--- config.mk ---
export PLATFORM = sky130hd
export DESIGN_NAME = sef_serdes_status_flags
export DESIGN_NICKNAME = d
export VERILOG_FILES = /design/src/sef_pkg.sv /design/src/sef_serdes_status_flags.sv
export SDC_FILE = /design/constraint.sdc
export NUM_CORES = 1
export LEC_CHECK = 0
export BUFFER_PORTS_ARGS = -buffer_cell sky130_fd_sc_hd__buf_2
export CAP_MARGIN = 20
export CORE_MARGIN = 4
export CORE_UTILIZATION = 48
export DETAILED_ROUTE_END_ITERATION = 12
export PLACE_DENSITY = 0.89
export SLEW_MARGIN = 25
export SYNTH_ARGS = -nofsm -noshare
export SYNTH_HDL_FRONTEND = slang
export SYNTH_SLANG_ARGS = --single-unit
--- constraint.sdc ---
create_clock -name mclk -period 2.5 [get_ports mclk]
set_clock_uncertainty 0.2 [all_clocks]
set_input_delay 0.125 -clock mclk [delete_from_list [all_inputs] [get_ports mclk]]
set_output_delay 0.125 -clock mclk [all_outputs]
set_load 0.01 [all_outputs]
--- src/sef_pkg.sv ---
// Constants and types for the channel event flag block
package sef_pkg;
  // Register byte offsets on the APB
  localparam logic [7:0] ADDR_FLAGS = 8'h00;
  localparam logic [7:0] ADDR_ENABLE = 8'h04;
  localparam logic [7:0] ADDR_CFG = 8'h08;
  localparam logic [7:0] ADDR_CRS = 8'h0C;
  localparam int ADDR_W = 8;
  localparam int DATA_W = 32;
  localparam int FLAG_W = 8;
  // Flag bit positions, shared by flag and enable registers
  localparam int BIT_PREAMBLE_ERR = 7;
  localparam int BIT_END_OF_PACKET = 6;
  localparam int BIT_SYNC_DETECT = 5;
  localparam int BIT_TX_BUF_EMPTY = 4;
  localparam int BIT_TX_UNDERRUN = 3;
  localparam int BIT_LINK_PULSE = 2;
  localparam int BIT_RX_BUF_FULL = 1;
  localparam int BIT_RX_ACTIVITY = 0;
  // Configuration register fields
  localparam int CFG_PROTO_LSB = 0;
  localparam int CFG_MANCH_BIT = 2;
  localparam int CFG_CRS_LSB = 4;
  localparam logic [1:0] PROTO_OFF = 2'h0;
  localparam logic [1:0] PROTO_10BT = 2'h1;
  localparam logic [1:0] PROTO_USB = 2'h2;
  localparam logic [1:0] PROTO_OTHER = 2'h3;
  // Carrier sense control encodings
  localparam logic [1:0] CRS_IRQ_ON_DETECT = 2'h2;
  localparam logic [1:0] CRS_IRQ_ON_LOSS = 2'h3;
  // Carrier register fields
  localparam int CRS_EVT_BIT = 0;
  localparam int CRS_LIVE_BIT = 1;
  // Reset values
  localparam logic [7:0] FLAGS_RST = 8'h00;
  localparam logic [7:0] ENABLE_RST = 8'h00;
  localparam logic [7:0] CFG_RST = 8'h00;
  // Link pulse width window
  localparam int CLK_PERIOD_NS = 40;
  localparam int LINK_MIN_NS = 75;
  localparam int LINK_MAX_NS = 250;
  localparam int LINK_MIN_CYC =
    (LINK_MIN_NS + CLK_PERIOD_NS - 1) / CLK_PERIOD_NS;
  localparam int LINK_MAX_CYC = LINK_MAX_NS / CLK_PERIOD_NS;
  localparam int WIDTH_CNT_W = 4;
  // Bus slave states
  typedef enum logic [1:0] {
    APB_IDLE = 2'b01,
    APB_ACCESS = 2'b10
  } sef_apb_state_t;
endpackage : sef_pkg

--- src/sef_serdes_status_flags.sv ---
// Sticky event flags, enables and interrupt of one serial channel
//
// Added by the designer: the APB register port and the address map.
`timescale 1ns/10ps
module sef_serdes_status_flags (
  input wire logic mclk,
  input wire logic sys_rst,
  // APB slave
  input wire logic psel,
  input wire logic penable,
  input wire logic pwrite,
  input wire logic [sef_pkg::ADDR_W-1:0] paddr,
  input wire logic [sef_pkg::DATA_W-1:0] pwdata,
  output logic [sef_pkg::DATA_W-1:0] prdata,
  output logic pready,
  output logic pslverr,
  // Channel events from shift, decode and line-monitor logic
  input wire logic preambleActive,
  input wire logic rxSymbolValid,
  input wire logic rxSymbolZero,
  input wire logic endOfPacketSeen,
  input wire logic syncPatternFound,
  input wire logic txHoldEmpty,
  input wire logic txShiftDone,
  input wire logic rxLine,
  input wire logic rxWordStored,
  input wire logic rxInProgress,
  input wire logic carrierDetect,
  // Results
  output logic txEopRequest,
  output logic irq
);
  import sef_pkg::*;

  sef_apb_state_t apbState_ff;
  logic [DATA_W-1:0] prdata_ff;
  logic pready_ff;
  logic pslverr_ff;
  logic [FLAG_W-1:0] flags_ff;
  logic [FLAG_W-1:0] nxt_flags_ff;
  logic [FLAG_W-1:0] enable_ff;
  logic [7:0] cfg_ff;
  logic crsEvt_ff;
  logic crsLast_ff;
  logic prevZero_ff;
  logic txEmptyLast_ff;
  logic lineLast_ff;
  logic [WIDTH_CNT_W-1:0] widthCnt_ff;
  logic txEopRequest_ff;
  logic irq_ff;
  logic [FLAG_W-1:0] setMask;
  logic [FLAG_W-1:0] clrMask;
  logic setupPhase;
  logic accessWrite;
  logic addrMapped;
  logic [DATA_W-1:0] readMux;
  logic lineMode;
  logic manchMode;
  logic [1:0] crsCtrl;
  logic dblZero;
  logic lineFall;
  logic widthInWindow;
  logic underrunEvt;
  logic crsEvtSet;
  logic crsIrq;

  // Mode decode from the configuration register
  assign lineMode = (cfg_ff[CFG_PROTO_LSB +: 2] == PROTO_10BT) ||
                    (cfg_ff[CFG_PROTO_LSB +: 2] == PROTO_USB);
  assign manchMode = cfg_ff[CFG_MANCH_BIT];
  assign crsCtrl = cfg_ff[CFG_CRS_LSB +: 2];

  // Bus phases; writes land only at the access edge
  assign setupPhase = psel && !penable && (apbState_ff == APB_IDLE);
  assign accessWrite = psel && penable && pwrite &&
                       (apbState_ff == APB_ACCESS) && !pslverr_ff;
  assign addrMapped = (paddr == ADDR_FLAGS) || (paddr == ADDR_ENABLE) ||
                      (paddr == ADDR_CFG) || (paddr == ADDR_CRS);

  // Read data; upper bits read as zero
  always_comb begin
    readMux = '0;
    case (paddr)
      ADDR_FLAGS: readMux[FLAG_W-1:0] = flags_ff;
      ADDR_ENABLE: readMux[FLAG_W-1:0] = enable_ff;
      ADDR_CFG: readMux[7:0] = cfg_ff;
      ADDR_CRS: begin
        readMux[CRS_EVT_BIT] = crsEvt_ff;
        readMux[CRS_LIVE_BIT] = carrierDetect;
      end
      default: readMux = '0;
    endcase
  end

  // APB slave: one wait-free access phase after every setup
  always_ff @(posedge mclk) begin
    if (sys_rst) begin
      apbState_ff <= APB_IDLE;
      pready_ff <= 1'h0;
      pslverr_ff <= 1'h0;
      prdata_ff <= '0;
    end else begin
      case (apbState_ff)
        APB_IDLE: begin
          if (setupPhase) begin
            apbState_ff <= APB_ACCESS;
            pready_ff <= 1'h1;
            pslverr_ff <= !addrMapped;
            prdata_ff <= pwrite ? '0 : readMux;
          end
        end
        APB_ACCESS: begin
          apbState_ff <= APB_IDLE;
          pready_ff <= 1'h0;
          pslverr_ff <= 1'h0;
        end
        default: begin
          apbState_ff <= APB_IDLE;
          pready_ff <= 1'h0;
          pslverr_ff <= 1'h0;
        end
      endcase
    end
  end

  // Enable and configuration registers
  always_ff @(posedge mclk) begin
    if (sys_rst) begin
      enable_ff <= ENABLE_RST;
      cfg_ff <= CFG_RST;
    end else if (accessWrite) begin
      if (paddr == ADDR_ENABLE) enable_ff <= pwdata[FLAG_W-1:0];
      if (paddr == ADDR_CFG) cfg_ff <= pwdata[7:0];
    end
  end

  // Preamble zero pairing; history is dropped outside the preamble
  always_ff @(posedge mclk) begin
    if (sys_rst) begin
      prevZero_ff <= 1'h0;
    end else if (!preambleActive) begin
      prevZero_ff <= 1'h0;
    end else if (rxSymbolValid) begin
      prevZero_ff <= rxSymbolZero;
    end
  end
  assign dblZero = manchMode && preambleActive && rxSymbolValid &&
                   rxSymbolZero && prevZero_ff;

  // Line pulse width counter, saturating so long pulses stay long
  always_ff @(posedge mclk) begin
    if (sys_rst) begin
      widthCnt_ff <= '0;
      lineLast_ff <= 1'h0;
    end else begin
      lineLast_ff <= rxLine;
      if (!rxLine) begin
        widthCnt_ff <= '0;
      end else if (widthCnt_ff != {WIDTH_CNT_W{1'h1}}) begin
        widthCnt_ff <= widthCnt_ff + WIDTH_CNT_W'(1);
      end
    end
  end
  assign lineFall = lineLast_ff && !rxLine;
  assign widthInWindow = (int'(widthCnt_ff) >= LINK_MIN_CYC) &&
                         (int'(widthCnt_ff) <= LINK_MAX_CYC);

  // Underrun: last word gone and nothing new loaded
  assign underrunEvt = txShiftDone && txHoldEmpty;

  // Event set mask
  always_comb begin
    setMask = '0;
    setMask[BIT_PREAMBLE_ERR] = dblZero;
    setMask[BIT_END_OF_PACKET] = endOfPacketSeen && lineMode;
    setMask[BIT_SYNC_DETECT] = syncPatternFound && lineMode;
    setMask[BIT_TX_BUF_EMPTY] = txHoldEmpty && !txEmptyLast_ff;
    setMask[BIT_TX_UNDERRUN] = underrunEvt;
    setMask[BIT_LINK_PULSE] = lineFall && widthInWindow;
    setMask[BIT_RX_BUF_FULL] = rxWordStored;
    setMask[BIT_RX_ACTIVITY] = rxWordStored || rxInProgress;
  end

  // Write-one-to-clear; a set in the same cycle wins
  assign clrMask = (accessWrite && paddr == ADDR_FLAGS) ?
                   pwdata[FLAG_W-1:0] : '0;
  assign nxt_flags_ff = (flags_ff & ~clrMask) | setMask;

  always_ff @(posedge mclk) begin
    if (sys_rst) begin
      flags_ff <= FLAGS_RST;
      txEmptyLast_ff <= 1'h1;
    end else begin
      flags_ff <= nxt_flags_ff;
      txEmptyLast_ff <= txHoldEmpty;
    end
  end

  // Carrier sense event, armed only by the interrupting encodings
  assign crsEvtSet =
    ((crsCtrl == CRS_IRQ_ON_DETECT) && carrierDetect && !crsLast_ff) ||
    ((crsCtrl == CRS_IRQ_ON_LOSS) && !carrierDetect && crsLast_ff);
  always_ff @(posedge mclk) begin
    if (sys_rst) begin
      crsEvt_ff <= 1'h0;
      crsLast_ff <= 1'h0;
    end else begin
      crsLast_ff <= carrierDetect;
      if (crsEvtSet) begin
        crsEvt_ff <= 1'h1;
      end else if (accessWrite && paddr == ADDR_CRS &&
                   pwdata[CRS_EVT_BIT]) begin
        crsEvt_ff <= 1'h0;
      end
    end
  end
  // Polling encodings never raise the line, even with a stale event
  assign crsIrq = crsEvt_ff && crsCtrl[1];

  // Registered outputs; irq trails the flags by one cycle
  always_ff @(posedge mclk) begin
    if (sys_rst) begin
      txEopRequest_ff <= 1'h0;
      irq_ff <= 1'h0;
    end else begin
      txEopRequest_ff <= underrunEvt && lineMode;
      irq_ff <= (|(flags_ff & enable_ff)) || crsIrq;
    end
  end

  assign prdata = prdata_ff;
  assign pready = pready_ff;
  assign pslverr = pslverr_ff;
  assign txEopRequest = txEopRequest_ff;
  assign irq = irq_ff;
endmodule : sef_serdes_status_flags

==> results of run 1 <==
## where the power goes
part | internal (mW) | leakage, nW | switching [mW]
registers | 0.744 | 0.373 | 0.00908
logic | 0.0721 | 0.803 | 0.0849
clock network | 0.400 | 0.0683 | 0.259
total | 1.22 | 1.24 | 0.353
## final cells by class
type                       count  area, µm²  area share (%)
sequential                    46        921            32.8
clock inverter                 3       68.8            2.45
timing repair buffer          72        498            17.7
inverter                       7       26.3           0.935
clock buffer                   5       68.8            2.45
tap                           52       65.1            2.32
multi-input combinational    172       1160            41.3
## metal layers
layer / part of all wire [%] / wire [µm] / vias up
li1: - / - / 941
met1: 42 / 2320 / 902
met2: 49 / 2700 / 84
met3: 6.7 / 367 / 12
met4: 1.6 / 86 / 0
met5: 0 / 0 / -
## final timing paths
kind / from / to / slack (ns) / cells after the start
worst max-delay path: paddr[4] / flags_ff[5] / 0.06 / 7
worst min-delay path: rxSymbolZero / prevZero_ff / 0.01 / 3
worst max register to register: apbState_ff[1] / prdata[0] / 0.32 / 4
worst min register to register: prdata[1] / prdata[1] / 0.26 / 1
## stage by stage
stage | power (mW) | instances
after floorplan | 0.873 | 257
after global placement | 0.891 | 323
after detailed placement | 0.896 | 323
after CTS | 1.57 | 357
after global routing | 1.63 | 357
final | 1.57 | 357
## registers in the layout, summed over array words and instances (netlist names)
signal,count
apbState_ff,2
cfg_ff,8
crsEvt_ff,1
crsLast_ff,1
enable_ff,8
flags_ff,8
irq,1
lineLast_ff,1
prdata,8
prevZero_ff,1
pslverr,1
txEmptyLast_ff,1
txEopRequest,1
widthCnt_ff,4
## cells in the final DEF, fill, tap and decap left out, types with 2 or more instances in the layout
| cell | synthesis | final |
|---|---|---|
| sky130_fd_sc_hd__dfxtp_1 | 46 | 46 |
| sky130_fd_sc_hd__buf_2 | 0 | 43 |
| sky130_fd_sc_hd__nand2_1 | 33 | 33 |
| sky130_fd_sc_hd__dlygate4sd3_1 | 0 | 26 |
| sky130_fd_sc_hd__conb_1 | 1 | 24 |
| sky130_fd_sc_hd__mux2i_1 | 22 | 22 |
| sky130_fd_sc_hd__nor2_1 | 12 | 12 |
| sky130_fd_sc_hd__o2bb2ai_1 | 8 | 8 |
| sky130_fd_sc_hd__inv_1 | 7 | 7 |
| sky130_fd_sc_hd__a311oi_1 | 7 | 7 |
| sky130_fd_sc_hd__a2bb2oi_1 | 6 | 6 |
| sky130_fd_sc_hd__clkbuf_8 | 0 | 5 |
| sky130_fd_sc_hd__a21oi_1 | 4 | 4 |
| sky130_fd_sc_hd__nor2b_1 | 4 | 4 |
| sky130_fd_sc_hd__a31oi_1 | 4 | 4 |
| sky130_fd_sc_hd__nor3_1 | 4 | 4 |
| sky130_fd_sc_hd__nand3_1 | 3 | 3 |
| sky130_fd_sc_hd__nor3b_1 | 3 | 3 |
| sky130_fd_sc_hd__buf_4 | 24 | 3 |
| sky130_fd_sc_hd__a211oi_1 | 2 | 2 |
| sky130_fd_sc_hd__or2_2 | 2 | 2 |
| sky130_fd_sc_hd__or4_4 | 2 | 2 |
| sky130_fd_sc_hd__nand2b_1 | 2 | 2 |
| sky130_fd_sc_hd__nor4bb_1 | 2 | 2 |
| sky130_fd_sc_hd__nand4_1 | 2 | 2 |
| sky130_fd_sc_hd__mux4_2 | 2 | 2 |
| sky130_fd_sc_hd__nand4b_1 | 2 | 2 |
| sky130_fd_sc_hd__ha_1 | 2 | 2 |
| sky130_fd_sc_hd__bufinv_16 | 0 | 2 |
## synthesized netlist by cell type (6+ instances only)
cell type	count
sky130_fd_sc_hd__a2bb2oi_1	6
sky130_fd_sc_hd__inv_1	7
sky130_fd_sc_hd__clkbuf_1	6
sky130_fd_sc_hd__mux2i_1	22
sky130_fd_sc_hd__nor2_1	12
sky130_fd_sc_hd__o2bb2ai_1	8
sky130_fd_sc_hd__dfxtp_1	46
sky130_fd_sc_hd__buf_4	24
sky130_fd_sc_hd__a311oi_1	7
sky130_fd_sc_hd__nand2_1	33
## critical path, cell delays in order
cell and delay (ns):
sky130_fd_sc_hd__dlygate4sd3_1 0.54, sky130_fd_sc_hd__buf_2 0.13, sky130_fd_sc_hd__or4_4 0.46, sky130_fd_sc_hd__nor4_2 0.26
sky130_fd_sc_hd__buf_4 0.22, sky130_fd_sc_hd__a311oi_1 0.10, sky130_fd_sc_hd__dlygate4sd3_1 0.58
## kinds of logic (layout without fill, tap and decap cells)
logic type / count (synthesis) / in the layout / share of synthesized area [%]
adder cells (fa/ha/maj): 2 / 2 / 1.12
flip-flops: 46 / 46 / 41.1
XOR/XNOR: 2 / 2 / 0.782
buffers and inverters: 39 / 87 / 10.9
AO/OA/AOI/OAI: 38 / 38 / 13.4
other: 1 / 24 / 0.167
multiplexers: 25 / 25 / 12.3
AND/OR/NAND/NOR: 81 / 81 / 20.2
## repair_timing
action                     in CTS  in global routing
hold endpoints to repair       35                  0
setup endpoints to repair       0                  0
hold buffers                   26                  0
gates resized for setup         0                  0
==> reports/results.ini, run 1 <==
[outcome]
run_status = finished, final reports clean

[placement]
io_buffer_count = 43
placed_standard_cell_area_um2 = 2410
hpwl_mm = 3.75
finalWeightedCongestion = 0.855
post-place-ws_ns = 0.546

[sta]
report.final.hold_viol_count = 0
finalSetupTns_ns = 0
fin_max_slew_vios = 0
worst_hold_slack_ns = 0.0147
tightest_slew_ns = 0.680
timing.max_slew.rel_slack_pct = 54.1
max_freq_mhz = 410
final.min_clock_period_ns = 2.44
final.setup.worst_slack_ns = 0.0626
layout_worst_path_cycle_share_pct = 97.5
final-setup-viol-count = 0
grt_setup_unrepaired = false

[global_routing]
largest_net_degree_at_the_start_of_global_routing = 29
number_of_antenna_violations_at_the_first_check_in_global_routing = 0
globalRouteMet1Util_pct = 23.4
grt_first_pass_wirelength_mm = 9.19
globalRouteMet3Util_pct = 5.32
gr-usage-all-layers_pct = 19.4
gr-usage-met2_pct = 33.0
busiest_layer = met2
first_global_vias = 1963
global_route.overflow_total = 0

[detailed_routing]
initialDrtViolationCount = 175
antenna_left = 0
drcViolationCount = 0
totalWireLength_mm = 5.48
dr.pass1.iters = 4
routed_wire_length_per_instance_um = 15.3
vias_per_cell = 5.43
num_vias = 1939

[cts]
cts.path.max_buffers = 2
cts_setup_buffers = 0
clock_sink_count = 46
clk_root_buffer_cell = sky130_fd_sc_hd__clkbuf_8
numCtsBuffers = 5
cts.htree.levels = 2
path_clk_slew_ns = 0.08
clock_latency_ns = 0.30
tritoncts = yes

[critical_path]
timing.critical_path.to_type = flip-flop
worstPathRequired_ns = 2.48
timing_worst_setup_path_type = in2reg
cp.arrival_ns = 2.42
worst_setup_path_start_kind = input pin
worst-path-max-fanout = 8

[layout]
syn2layout_area_growth_pct = 25.4
n_fill_cell = 371
final_layout_size_suffix_gt1_share_pct = 20.7
antennaDiodeCount = 0
fin_area_um2 = 2810
finalNetCount = 362
finalCoreUtilization_pct = 63.2

[floorplan]
chipHeight_um = 76.3
placement_rows = 24
core_area_um2 = 4440
die_area_um2 = 5820
floorplan.die.width_um = 76.3
floorplan.initialDensity_pct = 50.4
boundaryPins = 92

[power_and_ir_drop]
static-leakage-power_nw = 1.24
power_per_cell_area_nw_per_um2 = 559
irDropWorstVdd_uv = 360

[logic_synthesis]
synth-edff-count = 0
post_synth_instance_area_um2 = 2240
async_reset_ff_share_pct = 0
post-synth-top-area-fraction_pct = 41.1
yosysTopAreaCell = sky130_fd_sc_hd__dfxtp_1
synthesis.area_per_instance_um2 = 9.57
synth.ff_latch_count = 46
synth.yosys.warnings = 0
synth_top_flop_cell = sky130_fd_sc_hd__dfxtp_1
synth-seq-area-share_pct = 41.1
netlist_instances = 234
synth_cell_types = 48
yosys-top-cells-area = sky130_fd_sc_hd__dfxtp_1, sky130_fd_sc_hd__mux2i_1, sky130_fd_sc_hd__buf_4

[min_path]
hold_class = in2reg

[run]
maxCapViolations = 0

(Power assumes the default switching activity.)
==> run 2, diff against run 1 <==
--- a/config.mk
+++ b/config.mk
@@ -8,9 +8,10 @@
 export BUFFER_PORTS_ARGS = -buffer_cell sky130_fd_sc_hd__buf_2
 export CAP_MARGIN = 20
 export CORE_MARGIN = 4
-export CORE_UTILIZATION = 48
+export CORE_UTILIZATION = 50
+export CTS_BUF_LIST = sky130_fd_sc_hd__clkbuf_4 sky130_fd_sc_hd__clkbuf_8
 export DETAILED_ROUTE_END_ITERATION = 12
-export PLACE_DENSITY = 0.89
+export PLACE_DENSITY = 0.92
 export SLEW_MARGIN = 25
 export SYNTH_ARGS = -nofsm -noshare
 export SYNTH_HDL_FRONTEND = slang
==> run 2 against run 1 <==
- sequential cell count is the same
- worst setup slack improved by 0.042 ns
- sequential share of layout area about the same
- wire length shrank 0.80%
- sequential power about the same
- critical path type unchanged
==> reports/results.ini, run 2 (same netlist as run 1, synthesis figures left out) <==
[layout]
multi_input_comb_area_um2 = 1160
syn2layout_area_growth_pct = 25.3
finish.cell_count_without_fillers = 359
area.sequential_um2 = 921
layout_commonest_cell = sky130_fd_sc_hd__dfxtp_1
final_layout_size_suffix_gt1_share_pct = 20.5
n_fill_cell = 344
most-common-layout-cells = sky130_fd_sc_hd__dfxtp_1, sky130_fd_sc_hd__buf_2, sky130_fd_sc_hd__nand2_1, sky130_fd_sc_hd__dlygate4sd3_1, sky130_fd_sc_hd__conb_1
antennaDiodeCount = 0
finalNetCount = 364
fin_area_um2 = 2810

[floorplan]
die_area_um2 = 5610
boundaryPins = 92
floorplan.die.width_um = 74.9
floorplan.initialDensity_pct = 51.4
chipHeight_um = 74.9
placement_rows = 24
core_area_um2 = 4350

[min_path]
hold_class = in2reg

[sta]
report.final.hold_viol_count = 0
max_freq_mhz = 418
tightest_slew_ns = 0.682
timing.max_slew.rel_slack_pct = 53.9
finalSetupTns_ns = 0
final.min_clock_period_ns = 2.39
grt_setup_unrepaired = false
layout_worst_path_cycle_share_pct = 95.8
final.setup.worst_slack_ns = 0.105
final-setup-viol-count = 0
fin_max_slew_vios = 0

[placement]
post-place-ws_ns = 0.559
post-place-cells = 323
io_buffer_count = 43
placed_standard_cell_area_um2 = 2410
finalWeightedCongestion = 0.868
hpwl_mm = 3.67

[global_routing]
gr-usage-all-layers_pct = 20.2
largest_net_degree_at_the_start_of_global_routing = 29
grt_first_pass_wirelength_mm = 8.57
number_of_antenna_violations_at_the_first_check_in_global_routing = 0
first_global_vias = 1853
global_route.overflow_total = 0

[detailed_routing]
antenna_left = 0
totalWireLength_mm = 5.44
initialDrtViolationCount = 246
routed_wire_length_per_instance_um = 15.1
num_vias = 1986
dr.pass1.iters = 5
vias_per_cell = 5.53
drcViolationCount = 0

[cts]
clk_root_buffer_cell = sky130_fd_sc_hd__clkbuf_8
cts.path.max_buffers = 2
cts.htree.levels = 2
numCtsBuffers = 5
clock_latency_ns = 0.30
path_clk_slew_ns = 0.09
post_cts_repair_resize_count = 0
tritoncts = yes
clock_sink_count = 46

[outcome]
run_status = finished, final reports clean

[critical_path]
worstPathRequired_ns = 2.49
worst_setup_path_start_kind = input pin
cp.arrival_ns = 2.39
timing.critical_path.to_type = flip-flop
timing_worst_setup_path_type = in2reg
worst-path-max-fanout = 8

[power_and_ir_drop]
power_per_cell_area_nw_per_um2 = 524
irDropWorstVdd_uv = 333
static-leakage-power_nw = 1.24

[run]
maxCapViolations = 0

[run 2: cell count changes in the layout (fill, tap and decap cells not counted), sizes merged]
cell	previous run	this run
dlygate4sd3	26	28
clkbuf	5	6
clkinvlp	0	1
bufinv	2	1
clkinv	1	0
[run 2: worst max-delay path, cell delays in order]
cell and delay [ns]:
sky130_fd_sc_hd__dlygate4sd3_1 0.52, sky130_fd_sc_hd__buf_2 0.16, sky130_fd_sc_hd__or4bb_1 0.42, sky130_fd_sc_hd__nor4_2 0.26, sky130_fd_sc_hd__buf_4 0.22, sky130_fd_sc_hd__a311oi_1 0.10, sky130_fd_sc_hd__dlygate4sd3_1 0.58
[run 2: cell type report]
| type | count | share of cell area, % |
|---|---|---|
| Clock inverter | 2 | 1.34 |
| Tap cell | 52 | 2.32 |
| Timing Repair Buffer | 74 | 18.5 |
| Clock buffer | 6 | 2.72 |
| Inverter | 7 | 0.937 |
| Multi-Input combinational cell | 172 | 41.4 |
| Sequential cell | 46 | 32.8 |
[run 2: through the flow]
step,power (mW),hold slack (ns),util [%]
global placement,0.891,0.136,55.4
CTS,1.48,0.00950,64.4
finish,1.47,0.00782,64.4
floorplan,0.873,0.0316,-
detailed placement,0.896,0.140,55.4
global route,1.53,0.0251,64.4
[run 2: final timing paths]
check	startpoint	endpoint	slack, ns	cells after the start
worst max-delay path	penable	flags_ff[4]	0.11	7
worst min-delay path	sys_rst	crsLast_ff	0.008	2
worst max register to register	pslverr	flags_ff[4]	0.33	5
worst min register to register	prdata[0]	prdata[0]	0.26	1
[run 2: routing by layer]
metal  vias to the layer above  track usage [%]  part of all wire [%]  routed length (µm)
li1                        946                -                     -                   -
met1                       926             23.5                    41                2210
met2                        97             33.9                    48                2600
met3                        17             5.47                   8.7                 475
met4                         0             10.5                   2.7                 148
met5                         -                0                     0                   0
[run 2: timing repair]
| action | 4_1_cts | 5_1_grt |
|---|---|---|
| endpoints found under the setup margin | 0 | 6 |
| buffers inserted | 0 | 0 |
| hold endpoints to repair | 36 | 0 |
| hold buffers | 28 | 0 |
[run 2: report_power, final]
group / switching (mW) / internal [mW] / total, mW / leakage, nW
clock: 0.249 / 0.309 / 0.559 / 0.0548
combinational: 0.0837 / 0.0736 / 0.157 / 0.814
sequential: 0.0102 / 0.744 / 0.754 / 0.373
total: 0.343 / 1.13 / 1.47 / 1.24
==> run 3, diff against run 2 <==
--- a/config.mk
+++ b/config.mk
@@ -6,7 +6,6 @@
 export NUM_CORES = 1
 export LEC_CHECK = 0
 export BUFFER_PORTS_ARGS = -buffer_cell sky130_fd_sc_hd__buf_2
-export CAP_MARGIN = 20
 export CORE_MARGIN = 4
 export CORE_UTILIZATION = 50
 export CTS_BUF_LIST = sky130_fd_sc_hd__clkbuf_4 sky130_fd_sc_hd__clkbuf_8
==> constraint.sdc (replaced) <==
create_clock -name mclk -period 2.61 [get_ports mclk]
set_clock_uncertainty 0.2 [all_clocks]
set_input_delay 0.1305 -clock mclk [delete_from_list [all_inputs] [get_ports mclk]]
set_output_delay 0.1305 -clock mclk [all_outputs]
set_load 0.01 [all_outputs]
==> run 3 against run 2 <==
- hold slack better by 0.011 ns
- global-route usage down 0.79 points
- critical endpoint is now flags_ff[3]
- clock-buffer cell count is 1 higher
- wire length is 0.74% lower
- power down 7.7%
- cell count decreased by 0.56%
- die area unchanged
- non-clock buffer count decreased by 2
- critical path depth did not move
==> reports/results.ini, run 3 (same netlist as run 1, synthesis figures left out) <==
[detailed_routing]
vias_per_cell = 5.43
dr.pass1.iters = 4
totalWireLength_mm = 5.40
drcViolationCount = 0
antenna_left = 0
routed_wire_length_per_instance_um = 15.1
num_vias = 1938
initialDrtViolationCount = 121

[critical_path]
worst_setup_path_start_kind = input pin
cp.arrival_ns = 2.42
timing_worst_setup_path_type = in2reg
worst-path-max-fanout = 8
worstPathRequired_ns = 2.59
timing.critical_path.to_type = flip-flop

[cts]
clock_latency_ns = 0.30
clock_sink_count = 46
path_clk_slew_ns = 0.08
cts.htree.levels = 2
cts.path.max_buffers = 2
cts_setup_buffers = 0
tritoncts = yes
clk_root_buffer_cell = sky130_fd_sc_hd__clkbuf_8
numCtsBuffers = 5

[run]
maxCapViolations = 0

[layout]
syn2layout_area_growth_pct = 24.6
most-common-layout-cells = sky130_fd_sc_hd__dfxtp_1, sky130_fd_sc_hd__buf_2, sky130_fd_sc_hd__nand2_1, sky130_fd_sc_hd__dlygate4sd3_1, sky130_fd_sc_hd__conb_1
final_layout_size_suffix_gt1_share_pct = 20.3
layout_commonest_cell = sky130_fd_sc_hd__dfxtp_1
antennaDiodeCount = 0
finish.cell_count_without_fillers = 357
finalNetCount = 362

[sta]
grt_setup_unrepaired = false
finalSetupTns_ns = 0
layout_worst_path_cycle_share_pct = 93.5
final.min_clock_period_ns = 2.44
report.final.hold_viol_count = 0
timing.max_slew.rel_slack_pct = 43.4
fin_max_slew_vios = 0
max_freq_mhz = 410
final.setup.worst_slack_ns = 0.169
final-setup-viol-count = 0
tightest_slew_ns = 0.847
worst_hold_slack_ns = 0.0187

[outcome]
run_status = finished, final reports clean

[power_and_ir_drop]
power_per_cell_area_nw_per_um2 = 486
overall_power_of_the_completed_layout_mw = 1.36
static-leakage-power_nw = 1.24
irDropWorstVdd_uv = 377

[floorplan]
core_area_um2 = 4350
boundaryPins = 92
floorplan.die.width_um = 74.9
placement_rows = 24
chipHeight_um = 74.9
die_area_um2 = 5610
floorplan.initialDensity_pct = 51.4

[placement]
hpwl_mm = 3.50
post-place-cells = 322
post-place-ws_ns = 0.658
io_buffer_count = 43
finalWeightedCongestion = 0.863

[global_routing]
largest_net_degree_at_the_start_of_global_routing = 30
first_global_vias = 1837
global_route.overflow_total = 0
gr-usage-all-layers_pct = 19.4
number_of_antenna_violations_at_the_first_check_in_global_routing = 0
grt_first_pass_wirelength_mm = 8.32

[min_path]
hold_class = in2reg

-- run 3: timing repair --
item                                    CTS  global route
gates resized for setup                   0             2
endpoints found under the hold margin    35             0
endpoints found under the setup margin    0             7
hold buffers                             27             0
-- run 3: stage by stage --
step           instance area (µm²)  util (%)
4_1_cts                       2780      63.8
5_1_grt                       2790      64.1
2_1_floorplan                 2330         -
6_report                      2790      64.1
3_5_place_dp                  2400      55.2
3_3_place_gp                  2400      55.2
-- run 3: worst max-delay path, cell delays in order --
cell and delay, ns:
sky130_fd_sc_hd__dlygate4sd3_1 0.52, sky130_fd_sc_hd__buf_2 0.15, sky130_fd_sc_hd__or4bb_1 0.45, sky130_fd_sc_hd__nor4_4 0.29, sky130_fd_sc_hd__buf_6 0.18, sky130_fd_sc_hd__a311oi_1 0.10
sky130_fd_sc_hd__dlygate4sd3_1 0.59
-- run 3: path summary, 6_finish.rpt --
kind,start,end,slack [ns],depth (start not counted)
worst min register to register,cfg_ff[6],cfg_ff[6],0.26,2
worst max register to register,pslverr,flags_ff[3],0.39,5
worst min-delay path,rxSymbolZero,prevZero_ff,0.02,3
worst max-delay path,penable,flags_ff[3],0.17,7
-- run 3: layout make-up --
class	instances	area, µm²
tap	52	65.1
sequential	46	921
multi-input combinational	172	1170
clock inverter	1	8.76
inverter	7	26.3
clock buffer	7	96.3
timing repair buffer	72	504
fill	346	1560
-- run 3: layer usage --
| metal | up-vias | GRT usage (%) | part of all wire, % |
|---|---|---|---|
| li1 | 947 | - | - |
| met1 | 900 | 23.9 | 43 |
| met2 | 77 | 32.6 | 48 |
| met3 | 14 | 4.67 | 6.8 |
| met4 | 0 | 7.91 | 2.2 |
| met5 | - | 0 | 0 |
-- run 3: power breakdown --
group / internal, mW / switching [mW] / leakage, nW
logic: 0.0702 / 0.0835 / 0.816
registers: 0.713 / 0.00913 / 0.373
clock network: 0.243 / 0.238 / 0.0544
total: 1.03 / 0.331 / 1.24
